File: src/tamrc_cfg.svh
`ifndef TAMRC_CFG_SVH
`define TAMRC_CFG_SVH
// ==========================================================================
// Host port map (word offsets from base)
`define TAMRC_OFS_DATA      2'h0
`define TAMRC_OFS_COMM      2'h1
`define TAMRC_OFS_MOVE      2'h2
// Comm status bit positions
`define TAMRC_CS_CMD_READY  0
`define TAMRC_CS_RB_AVAIL   1
`define TAMRC_CS_ERROR      2
`define TAMRC_CS_BOOTED     3
`define TAMRC_CS_CMD_OVF    4
`define TAMRC_CS_RB_UNDF    5
// Timing
`define TAMRC_CLK_HZ        25000000
`define TAMRC_ADC_DWELL_NS  50000
`define TAMRC_ADC_DWELL_CYC ((`TAMRC_ADC_DWELL_NS * (`TAMRC_CLK_HZ / 1000000)) / 1000)
`define TAMRC_LOOP_CYC      16'h09C4
// Reset values
`define TAMRC_RST_AXISCFG   8'h00
`endif

File: src/tamrc_pkg.sv
// ==========================================================================
// Shared types
package tamrc_pkg;
   // Per-axis resource map
   typedef struct packed {
      logic       outIsStepper;  // Primary output resource is a stepper
      logic       closedLoop;    // Stepper axis uses feedback
      logic       fbIsAdc;       // Primary feedback is ADC
      logic       secondEnc;     // Secondary encoder requested
      logic       secondOut;     // Secondary output requested
      logic       mapped;        // Axis is in use
      logic [1:0] moveMode;      // 0 point, 1 blended, 2 unbounded
   } tamrc_axis_cfg_type;
   // Axis class
   typedef enum logic [1:0] {TAMRC_UNUSED, TAMRC_SERVO, TAMRC_STEPPER} tamrc_axis_class_type;
   // Internal processor packet
   typedef struct packed {
      logic [1:0]  kind;         // 0 command, 1 data, 2 event
      logic [13:0] payload;      // Packet body
   } tamrc_packet_type;
endpackage : tamrc_pkg

File: src/tamrc_core.sv
`timescale 1ns/1ps
`default_nettype none
`include "tamrc_cfg.svh"
module tamrc_core #(
   parameter int AXES   = 2,                 // Axis count
   parameter int POS_W  = 16,                // Position width
   parameter int FLASH_WORDS = 4             // Boot image words
) (
   input  wire logic              core_clk,     // Clock
   input  wire logic              reset_n,      // Sync reset, active low
   // Host port
   input  wire logic              hostSel,      // Access strobe
   input  wire logic              hostWrite,    // 1 write, 0 read
   input  wire logic [1:0]        hostAddr,     // Word offset
   input  wire logic [15:0]       hostWdata,    // Write data
   output logic      [15:0]       hostRdata,    // Read data
   output logic                   hostAck,      // Access done pulse
   // Processor side of buffers
   output logic      [15:0]       cmdWord,      // Command to processor
   output logic                   cmdValid,     // Command word pulse
   input  wire logic [15:0]       rbWord,       // Readback from processor
   input  wire logic              rbLoad,       // Readback push
   input  wire logic              errorFlag,    // Real-time error
   // Flash boot
   output logic      [7:0]        flashAddr,    // Flash word address
   input  wire logic [15:0]       flashData,    // Flash data
   input  wire logic              flashSaved,   // Saved parameter set valid
   output logic                   booted,       // Boot finished
   // Axis configuration and motion
   input  wire tamrc_pkg::tamrc_axis_cfg_type [1:0] axisCfg, // Axis maps
   input  wire logic [POS_W-1:0]  axisStep,     // Shared velocity
   input  wire logic [1:0]        moveDoneIn,   // Loop move done
   output logic      [POS_W-1:0]  servoCmd [2], // To servo loops
   output logic      [POS_W-1:0]  stepCmd [2],  // To step generators
   output logic      [1:0]        cfgFault,     // Invalid map per axis
   output logic      [1:0]        axisClassStep,// Axis is stepper
   // ADC
   input  wire logic [1:0]        adcEnable,    // Channel enables
   input  wire logic [11:0]       adcData,      // Converter result
   output logic                   adcChan,      // Mux select
   output tamrc_pkg::tamrc_packet_type adcPacket, // To both processors
   output logic                   adcPktValid,  // Packet pulse
   // Motion I/O pins
   input  wire logic [1:0]        fwdLimit,     // Forward limits
   input  wire logic [1:0]        revLimit,     // Reverse limits
   input  wire logic [1:0]        homeIn,       // Home inputs
   input  wire logic [1:0]        trigIn,       // Capture triggers
   input  wire logic [1:0]        bkptDrive,    // Breakpoint requests
   input  wire logic [1:0]        inhDrive,     // Inhibit requests
   output logic      [1:0]        bkptOut,      // Breakpoint outputs
   output logic      [1:0]        inhOut,       // Inhibit outputs
   output logic      [7:0]        motionIoIn    // Inputs by axis
);
   // ==========================================================================
   // Elaboration checks: refuse sizes the logic cannot serve
   initial begin
      if (AXES != 2) $error("core serves two axes only");
      if (POS_W < 15) $error("position too narrow for direct writes");
      if (FLASH_WORDS < 1 || FLASH_WORDS > 256) $error("boot image size out of range");
   end
   localparam int DWELL = (`TAMRC_ADC_DWELL_CYC < 1) ? 1 : `TAMRC_ADC_DWELL_CYC;

   // ==========================================================================
   // Classification function
   function automatic tamrc_pkg::tamrc_axis_class_type classOf(
      input tamrc_pkg::tamrc_axis_cfg_type c);
      if (!c.mapped) classOf = tamrc_pkg::TAMRC_UNUSED;
      else if (c.outIsStepper) classOf = tamrc_pkg::TAMRC_STEPPER;
      else classOf = tamrc_pkg::TAMRC_SERVO;
   endfunction

   // ==========================================================================
   // Boot sequence
   typedef enum logic [1:0] {BOOT_IMAGE, BOOT_PARAMS, BOOT_RUN} tamrc_boot_type;
   tamrc_boot_type bootState;                   // Boot phase
   logic [15:0]    paramShadow;                 // Restored parameter word
   // Walk the image words, then pick up saved parameters
   always_ff @(posedge core_clk) begin
      if (!reset_n) begin
         bootState   <= BOOT_IMAGE;
         flashAddr   <= 8'h00;
         booted      <= 1'b0;
         paramShadow <= 16'h0000;
      end else begin
         case (bootState)
            BOOT_IMAGE: begin
               flashAddr <= flashAddr + 8'h01;
               if (flashAddr == 8'(FLASH_WORDS - 1)) bootState <= BOOT_PARAMS;
            end
            BOOT_PARAMS: begin
               if (flashSaved) paramShadow <= flashData;
               bootState <= BOOT_RUN;
               booted    <= 1'b1;
            end
            BOOT_RUN: bootState <= BOOT_RUN;
            default: bootState <= BOOT_IMAGE;
         endcase
      end
   end

   // ==========================================================================
   // Loop tick
   logic [15:0] loopCnt;                        // Loop period counter
   logic        tick;                           // Loop update pulse
   // Free-running period counter, held while booting
   always_ff @(posedge core_clk) begin
      if (!reset_n || !booted) begin
         loopCnt <= 16'h0000;
         tick    <= 1'b0;
      end else begin
         tick    <= (loopCnt == `TAMRC_LOOP_CYC - 16'h0001);
         loopCnt <= (loopCnt == `TAMRC_LOOP_CYC - 16'h0001) ? 16'h0000 : loopCnt + 16'h0001;
      end
   end

   // ==========================================================================
   // Generators: two per axis, routed by axis class
   logic [POS_W-1:0] genPos [4];                // Generator positions
   logic [3:0]       genValid;                  // Generator pulses
   genvar g;
   // Odd generators join only for blended or unbounded moves
   generate
      for (g = 0; g < 4; g++) begin : gen_traj
         logic run;
         assign run = axisCfg[g/2].mapped &&
                      ((g % 2 == 0) || axisCfg[g/2].moveMode != 2'h0);
         tamrc_traj_gen #(.POS_W(POS_W)) u_gen (
            .core_clk (core_clk),
            .reset_n  (reset_n),
            .tick     (tick),
            .enable   (run),
            .step     (axisStep),
            .position (genPos[g]),
            .valid    (genValid[g])
         );
      end
      for (g = 0; g < 2; g++) begin : gen_axis
         // Route the summed command by axis class
         always_ff @(posedge core_clk) begin
            if (!reset_n) begin
               servoCmd[g]      <= '0;
               stepCmd[g]       <= '0;
               cfgFault[g]      <= 1'b0;
               axisClassStep[g] <= 1'b0;
            end else begin
               axisClassStep[g] <= classOf(axisCfg[g]) == tamrc_pkg::TAMRC_STEPPER;
               // Feedback and secondary encoder checks
               cfgFault[g] <= axisCfg[g].mapped &&
                  ((axisCfg[g].secondEnc && axisCfg[g].outIsStepper) ||
                   (axisCfg[g].secondEnc && axisCfg[1-g].secondEnc) ||
                   (axisCfg[g].outIsStepper && axisCfg[g].closedLoop &&
                    !axisCfg[g].fbIsAdc && axisCfg[1-g].secondEnc));
               if (genValid[2*g]) begin
                  if (classOf(axisCfg[g]) == tamrc_pkg::TAMRC_SERVO)
                     servoCmd[g] <= genPos[2*g] + genPos[2*g+1];
                  else
                     stepCmd[g] <= genPos[2*g] + genPos[2*g+1];
               end else if (!axisCfg[g].mapped && hostSel && hostWrite &&
                            hostAddr == `TAMRC_OFS_DATA && hostWdata[15]) begin
                  servoCmd[g] <= POS_W'(hostWdata[14:0]);
               end
            end
         end
      end
   endgenerate

   // ==========================================================================
   // ADC scanning over enabled channels
   logic [15:0] dwellCnt;                       // Dwell counter
   // Dwell on each enabled channel, skip the rest
   // A packet is raised only for an enabled channel
   always_ff @(posedge core_clk) begin
      if (!reset_n) begin
         dwellCnt    <= 16'h0000;
         adcChan     <= 1'b0;
         adcPktValid <= 1'b0;
         adcPacket   <= '0;
      end else begin
         adcPktValid <= 1'b0;
         if (adcEnable == 2'h0) begin
            dwellCnt <= 16'h0000;
         end else if (dwellCnt == 16'(DWELL - 1)) begin
            dwellCnt    <= 16'h0000;
            if (adcEnable[adcChan]) begin
               adcPacket   <= '{kind: 2'h1, payload: {1'b0, adcChan, adcData}};
               adcPktValid <= 1'b1;
            end
            if (adcEnable[~adcChan]) adcChan <= ~adcChan;
         end else begin
            dwellCnt <= dwellCnt + 16'h0001;
            if (!adcEnable[adcChan]) adcChan <= ~adcChan;
         end
      end
   end

   // ==========================================================================
   // Motion I/O: synchronised inputs, axis-addressed
   logic [7:0] ioMeta;                          // First sync stage
   // Two flops on every limit, home and trigger pin before anything reads it; breakpoint and inhibit requests get one
   always_ff @(posedge core_clk) begin
      if (!reset_n) begin
         ioMeta     <= 8'h00;
         motionIoIn <= 8'h00;
         bkptOut    <= 2'h0;
         inhOut     <= 2'h0;
      end else begin
         ioMeta     <= {trigIn, homeIn, revLimit, fwdLimit};
         motionIoIn <= ioMeta;
         bkptOut    <= bkptDrive;
         inhOut     <= inhDrive;
      end
   end

   // ==========================================================================
   // Host buffers: single-word command and readback holding
   logic        rbFull;                         // Readback word held
   logic [15:0] rbHold;                         // Readback buffer
   logic        cmdOvf;                         // Sticky overflow
   logic        rbUndf;                         // Sticky underflow
   logic [1:0]  moveSync;                       // Move state stage
   // Registered answers; overflow and underflow flags stay set until reset
   // A readback load in the same cycle as a read keeps the word
   always_ff @(posedge core_clk) begin
      if (!reset_n) begin
         cmdWord   <= 16'h0000;
         cmdValid  <= 1'b0;
         rbFull    <= 1'b0;
         rbHold    <= 16'h0000;
         cmdOvf    <= 1'b0;
         rbUndf    <= 1'b0;
         hostAck   <= 1'b0;
         hostRdata <= 16'h0000;
         moveSync  <= 2'h0;
      end else begin
         cmdValid <= 1'b0;
         hostAck  <= hostSel;
         moveSync <= moveDoneIn;
         if (rbLoad) begin
            rbHold <= rbWord;
            rbFull <= 1'b1;
         end
         if (hostSel && hostWrite && hostAddr == `TAMRC_OFS_DATA) begin
            if (booted) begin
               cmdWord  <= hostWdata;
               cmdValid <= 1'b1;
            end else begin
               cmdOvf <= 1'b1;
            end
         end
         if (hostSel && !hostWrite) begin
            case (hostAddr)
               `TAMRC_OFS_DATA: begin
                  hostRdata <= rbHold;
                  if (!rbFull) rbUndf <= 1'b1;
                  else if (!rbLoad) rbFull <= 1'b0;            // Load wins
               end
               `TAMRC_OFS_COMM: begin
                  hostRdata <= 16'h0000;
                  hostRdata[`TAMRC_CS_CMD_READY] <= booted;
                  hostRdata[`TAMRC_CS_RB_AVAIL]  <= rbFull;
                  hostRdata[`TAMRC_CS_ERROR]     <= errorFlag;
                  hostRdata[`TAMRC_CS_BOOTED]    <= booted;
                  hostRdata[`TAMRC_CS_CMD_OVF]   <= cmdOvf;
                  hostRdata[`TAMRC_CS_RB_UNDF]   <= rbUndf;
               end
               `TAMRC_OFS_MOVE: hostRdata <= {14'h0000, moveSync};
               default: hostRdata <= 16'h0000;
            endcase
         end
         // Writes to status offsets fall through untouched
      end
   end

   // ==========================================================================
   // Checks
   a_ack_follows: assert property (@(posedge core_clk) disable iff (!reset_n)
      hostSel |=> hostAck) else $error("host access not acknowledged");
   a_cmd_forward: assert property (@(posedge core_clk) disable iff (!reset_n)
      (hostSel && hostWrite && hostAddr == 2'h0 && booted) |=> cmdValid && cmdWord == $past(hostWdata))
      else $error("command word lost");
   a_status_write: assert property (@(posedge core_clk) disable iff (!reset_n)
      (hostSel && hostWrite && hostAddr != 2'h0) |=> !cmdValid)
      else $error("status write had effect");
   a_rb_avail: assert property (@(posedge core_clk) disable iff (!reset_n)
      rbLoad |=> rbFull) else $error("readback not held");
   a_adc_enabled: assert property (@(posedge core_clk) disable iff (!reset_n)
      adcPktValid |-> adcEnable[adcPacket.payload[12]]) else $error("disabled channel sent");
   a_gen_tick: assert property (@(posedge core_clk) disable iff (!reset_n)
      genValid[0] |-> $past(tick)) else $error("generator off tick");
   a_second_gen: assert property (@(posedge core_clk) disable iff (!reset_n)
      (tick && axisCfg[0].mapped && axisCfg[0].moveMode == 2'h0) |=> !genValid[1])
      else $error("second generator ran on point move");
   a_boot_first: assert property (@(posedge core_clk) disable iff (!reset_n)
      cmdValid |-> booted) else $error("command before boot");
   // Sticky error flags never drop on their own
   a_ovf_sticky: assert property (@(posedge core_clk) disable iff (!reset_n)
      cmdOvf |=> cmdOvf) else $error("overflow flag dropped");
   a_undf_sticky: assert property (@(posedge core_clk) disable iff (!reset_n)
      rbUndf |=> rbUndf) else $error("underflow flag dropped");
   // Breakpoint outputs follow their requests one cycle later
   a_bkpt_copy: assert property (@(posedge core_clk) disable iff (!reset_n)
      $past(reset_n) |-> bkptOut == $past(bkptDrive)) else $error("breakpoint lag");
   // Unmapped axis DAC takes direct host values
   a_free_dac: assert property (@(posedge core_clk) disable iff (!reset_n)
      (!axisCfg[1].mapped && !genValid[2] && hostSel && hostWrite && hostAddr == 2'h0 &&
       hostWdata[15]) |=> servoCmd[1][14:0] == $past(hostWdata[14:0]))
      else $error("direct output lost");
endmodule // tamrc_core
`default_nettype wire

File: src/tamrc_traj_gen.sv
`timescale 1ns/1ps
`default_nettype none
`include "tamrc_cfg.svh"
// ==========================================================================
// One trajectory generator: new position command per loop tick
module tamrc_traj_gen #(
   parameter int POS_W = 16                  // Position width
) (
   input  wire logic             core_clk,   // Clock
   input  wire logic             reset_n,    // Sync reset, active low
   input  wire logic             tick,       // Loop update pulse
   input  wire logic             enable,     // Generator running
   input  wire logic [POS_W-1:0] step,       // Velocity per tick
   output logic      [POS_W-1:0] position,   // Instantaneous command
   output logic                  valid       // New command pulse
);
   // ==========================================================================
   // Position integrator
   always_ff @(posedge core_clk) begin
      if (!reset_n) begin
         position <= '0;
         valid    <= 1'b0;
      end else begin
         valid <= tick & enable;
         if (tick && enable) begin
            position <= position + step;
         end
      end
   end
endmodule // tamrc_traj_gen
`default_nettype wire

File: config.mk
export PLATFORM = sky130hd
export DESIGN_NAME = tamrc_core
export DESIGN_NICKNAME = d
export VERILOG_FILES = /design/src/tamrc_pkg.sv /design/src/tamrc_core.sv /design/src/tamrc_traj_gen.sv
export VERILOG_INCLUDE_DIRS = /design/src /design/src/src
export SDC_FILE = /design/constraint.sdc
export NUM_CORES = 1
export LEC_CHECK = 0
export ABC_AREA = 1
export BUFFER_PORTS_ARGS = -buffer_cell sky130_fd_sc_hd__clkbuf_2
export CORE_ASPECT_RATIO = 1.75
export CORE_MARGIN = 10
export CORE_UTILIZATION = 60
export DETAILED_ROUTE_END_ITERATION = 16
export PLACE_DENSITY = 0.84
export SYNTH_ARGS = -nofsm -noshare
export SYNTH_HDL_FRONTEND = slang
export SYNTH_SLANG_ARGS = --single-unit
File: constraint.sdc
create_clock -name core_clk -period 2.6 [get_ports core_clk]
set_input_delay 0.13 -clock core_clk [delete_from_list [all_inputs] [get_ports core_clk]]
set_output_delay 0.13 -clock core_clk [all_outputs]
set_load 0.03 [all_outputs]
==> impl_metrics.ini <==
[timing]
min_period_over_period = 0.875
finalCriticalPeriod_ps = 2280
rsz0062_at_grt = false
drv_slew = 0
worst_hold_slack_ps = 25.9
finalHoldViolCount = 0
skew_ps = 10.0
setup_viol_count_final = 0
worst_pin_slew_ps = 693
slew-limit-headroom = 0.537
setup-tns-final_ps = 0
max_freq_mhz = 439
fin_ws_ps = 324

[drt]
drc = 0
wl_met2_mm = 26.2
finalWirelength_mm = 52.4
ant_nets = 0
dr.pass1.iters = 7
vias_per_cell = 5.57
avgRoutedWirePerCell_um = 18.2
wl_met3_mm = 3.65
vias = 16100
drtIter0Drc = 1071
drt-met1-wl_mm = 18.3
highest_layer = met4

[yosys]
synth_area_sq_um = 15100
postSynthCellCount = 2265
ys_async_sr_fraction = 0
syn_avg_cell_area_sq_um = 6.68
yosysSeqAreaShare = 0.356
yosysWarnings = 0
ys.flop_type = dfxtp_1
synth-edff-count = 0
synth-seq-cells = 269
netlist-cell-type-count = 45

[setup_path]
arrival_ps = 2750
cp-endpoint = hostRdata[2]
crit_buf_inv = 5
startpoint = hostSel
worst_ep_required_time_ps = 3070
path_common_cell = dlygate4sd3_1
critical_path.max_stage_delay_ps = 600
crit_slowest_cell = dlygate4sd3_1
worst_setup_path_start_kind = input pin
end_kind = register
ff2ff_path_depth = 8
path_depth = 9
crit_type = in2reg
r2r-start = gen_traj[2].u_gen.valid
cp_top_family = buffers and inverters
crit_chain = dlygate4sd3_1 -> clkbuf_2 -> inv_1 -> nor2_2 -> inv_2 -> nor3_1 -> nand2_1 -> dlygate4sd3_1 -> a31oi_1
r2r-end = servoCmd[8]
regToRegSetupSlack_ps = 620
worst-path-max-fanout = 19

[die]
num_rows = 76
die_h_um = 230
coreArea_sq_um = 24700
fp.dieArea_sq_um = 32200
start_util = 0.612
io_pins = 258
die_x_um = 140

[flow_run]
maxCapViolations = 0

[final_layout]
layout_commonest_cell = nand2_1
area_growth_pct = 19.9
drive_gt1_frac = 0.129
finalNetCount = 2773
layout_common_cells = nand2_1 (544), nor2_1 (334), inv_1 (295)

[min_path]
holdCritPathClass = in2reg

[grt]
overflow = 0
grt_pass1_vias = 15900
grt_max_degree = 92
antenna_found_initial = 1
grt_use_total = 0.308
grt_pass1_wl_mm = 81.3

[placement]
portBuffers = 236
gp_congestion = 0.973
place_hpwl_mm = 37.1
dp_slack_ps = 641

[run_status]
status = complete, no violations

[clock_tree]
cts-buffers-inserted = 26
clk_latency_ps = 550
clkTransAtPathRegs_ps = 60
clock-root-buffer = clkbuf_16
numClockSinks = 269
clockBufferDepth = 3
cts_tree = built
ctsResizeCount = 0
htree_levels = 1

[pwr]
p_per_area_nw_per_um2 = 507
peakVddDrop_mv = 0.488
leakagePower_nw = 9.57
[synth_stat cells, types with 9 or more instances]
master / number / area [sq um]
nor3_1: 26 / 130
o21ai_0: 135 / 676
nand2_1: 544 / 2040
inv_2: 13 / 48.8
buf_2: 16 / 80.1
clkbuf_1: 37 / 139
inv_1: 296 / 1110
nand3_1: 124 / 621
dfxtp_1: 269 / 5390
o21a_1: 9 / 67.6
nand4_1: 11 / 68.8
ha_1: 97 / 1210
xor2_1: 46 / 403
o21ai_1: 13 / 65.1
nor2_1: 334 / 1250
nand3b_1: 12 / 90.1
a31oi_1: 12 / 75.1
a21oi_1: 188 / 941
xnor2_1: 12 / 105
[flip-flops by register name (all words and copies together), names as in the netlist, 8 cells and up]
| name | cells |
|---|---|
| gen_traj.u_gen.position | 64 |
| servoCmd | 32 |
| stepCmd | 32 |
| cmdWord | 16 |
| dwellCnt | 16 |
| hostRdata | 16 |
| loopCnt | 16 |
| rbHold | 16 |
| adcPacket | 14 |
| flashAddr | 8 |
| ioMeta | 8 |
| motionIoIn | 8 |
[metal layers]
layer	global-route usage	vias up
met3	0.0479	214
met1	0.311	7302
met4	0.216	0
met5	0	-
li1	-	7782
met2	0.559	759
[where the power goes]
group / switching (mW) / internal (mW)
Clock: 1.72 / 2.18
Sequential: 0.0671 / 4.22
Combinational: 0.682 / 0.335
Total: 2.47 / 6.73
[worst min-delay path by stage]
stage | to | slack [ps] | from | depth (start not counted)
floorplan | hostAck | 220 | hostSel | 2
global placement | moveSync[0] | 310 | moveDoneIn[0] | 3
detailed placement | inhOut[0] | 320 | inhDrive[0] | 3
CTS | motionIoIn[4] | 0.06 | reset_n | 3
global route | motionIoIn[4] | 40 | reset_n | 3
finish | gen_traj[3].u_gen.position[1] | 30 | axisCfg[8] | 4
[repair_timing]
action | 4_1_cts | 5_1_grt
buffers inserted | 0 | 0
endpoints found under the hold margin | 89 | 0
hold buffers | 75 | 0
[cell families after synthesis]
group,Yosys count,synth area share
and+or+nand+nor,1088,0.298
xor gates and xnor gates,58,0.0336
other,1,0.000248
adders and majority gates,103,0.0881
AOI/OAI and AO/OA,371,0.128
buffers and inverters,375,0.0963
DFF,269,0.356
[worst reg2reg max path: stages, from the launching register on]
cell and delay [ps]:
dfxtp_1 390, buf_4 230, inv_2 170, nor2_1 270, inv_1 90, nand2_2 280, inv_2 190, a21oi_1 160
a21oi_1 90
[stage by stage]
stage	instances	util	cell area (sq um)	power, mW
2_1_floorplan	2266	-	15100	4.90
3_3_place_gp	2762	0.669	16500	5.21
3_5_place_dp	2762	0.669	16500	5.24
4_1_cts	2883	0.734	18200	9.13
5_1_grt	2884	0.734	18200	9.44
6_report	2884	0.734	18200	9.20
[cell type report]
type                            instances  area (sq um)
Clock inverter                         14           136
Antenna cell                            1          2.50
Inverter                              311          1170
Fill cell                            1912          6570
Multi-Input combinational cell       1622          8300
Timing Repair Buffer                  323          2050
Clock buffer                           32           724
Sequential cell                       269          5390
Tap cell                              312           390
No activity file was read; power rests on OpenSTA's default activity.
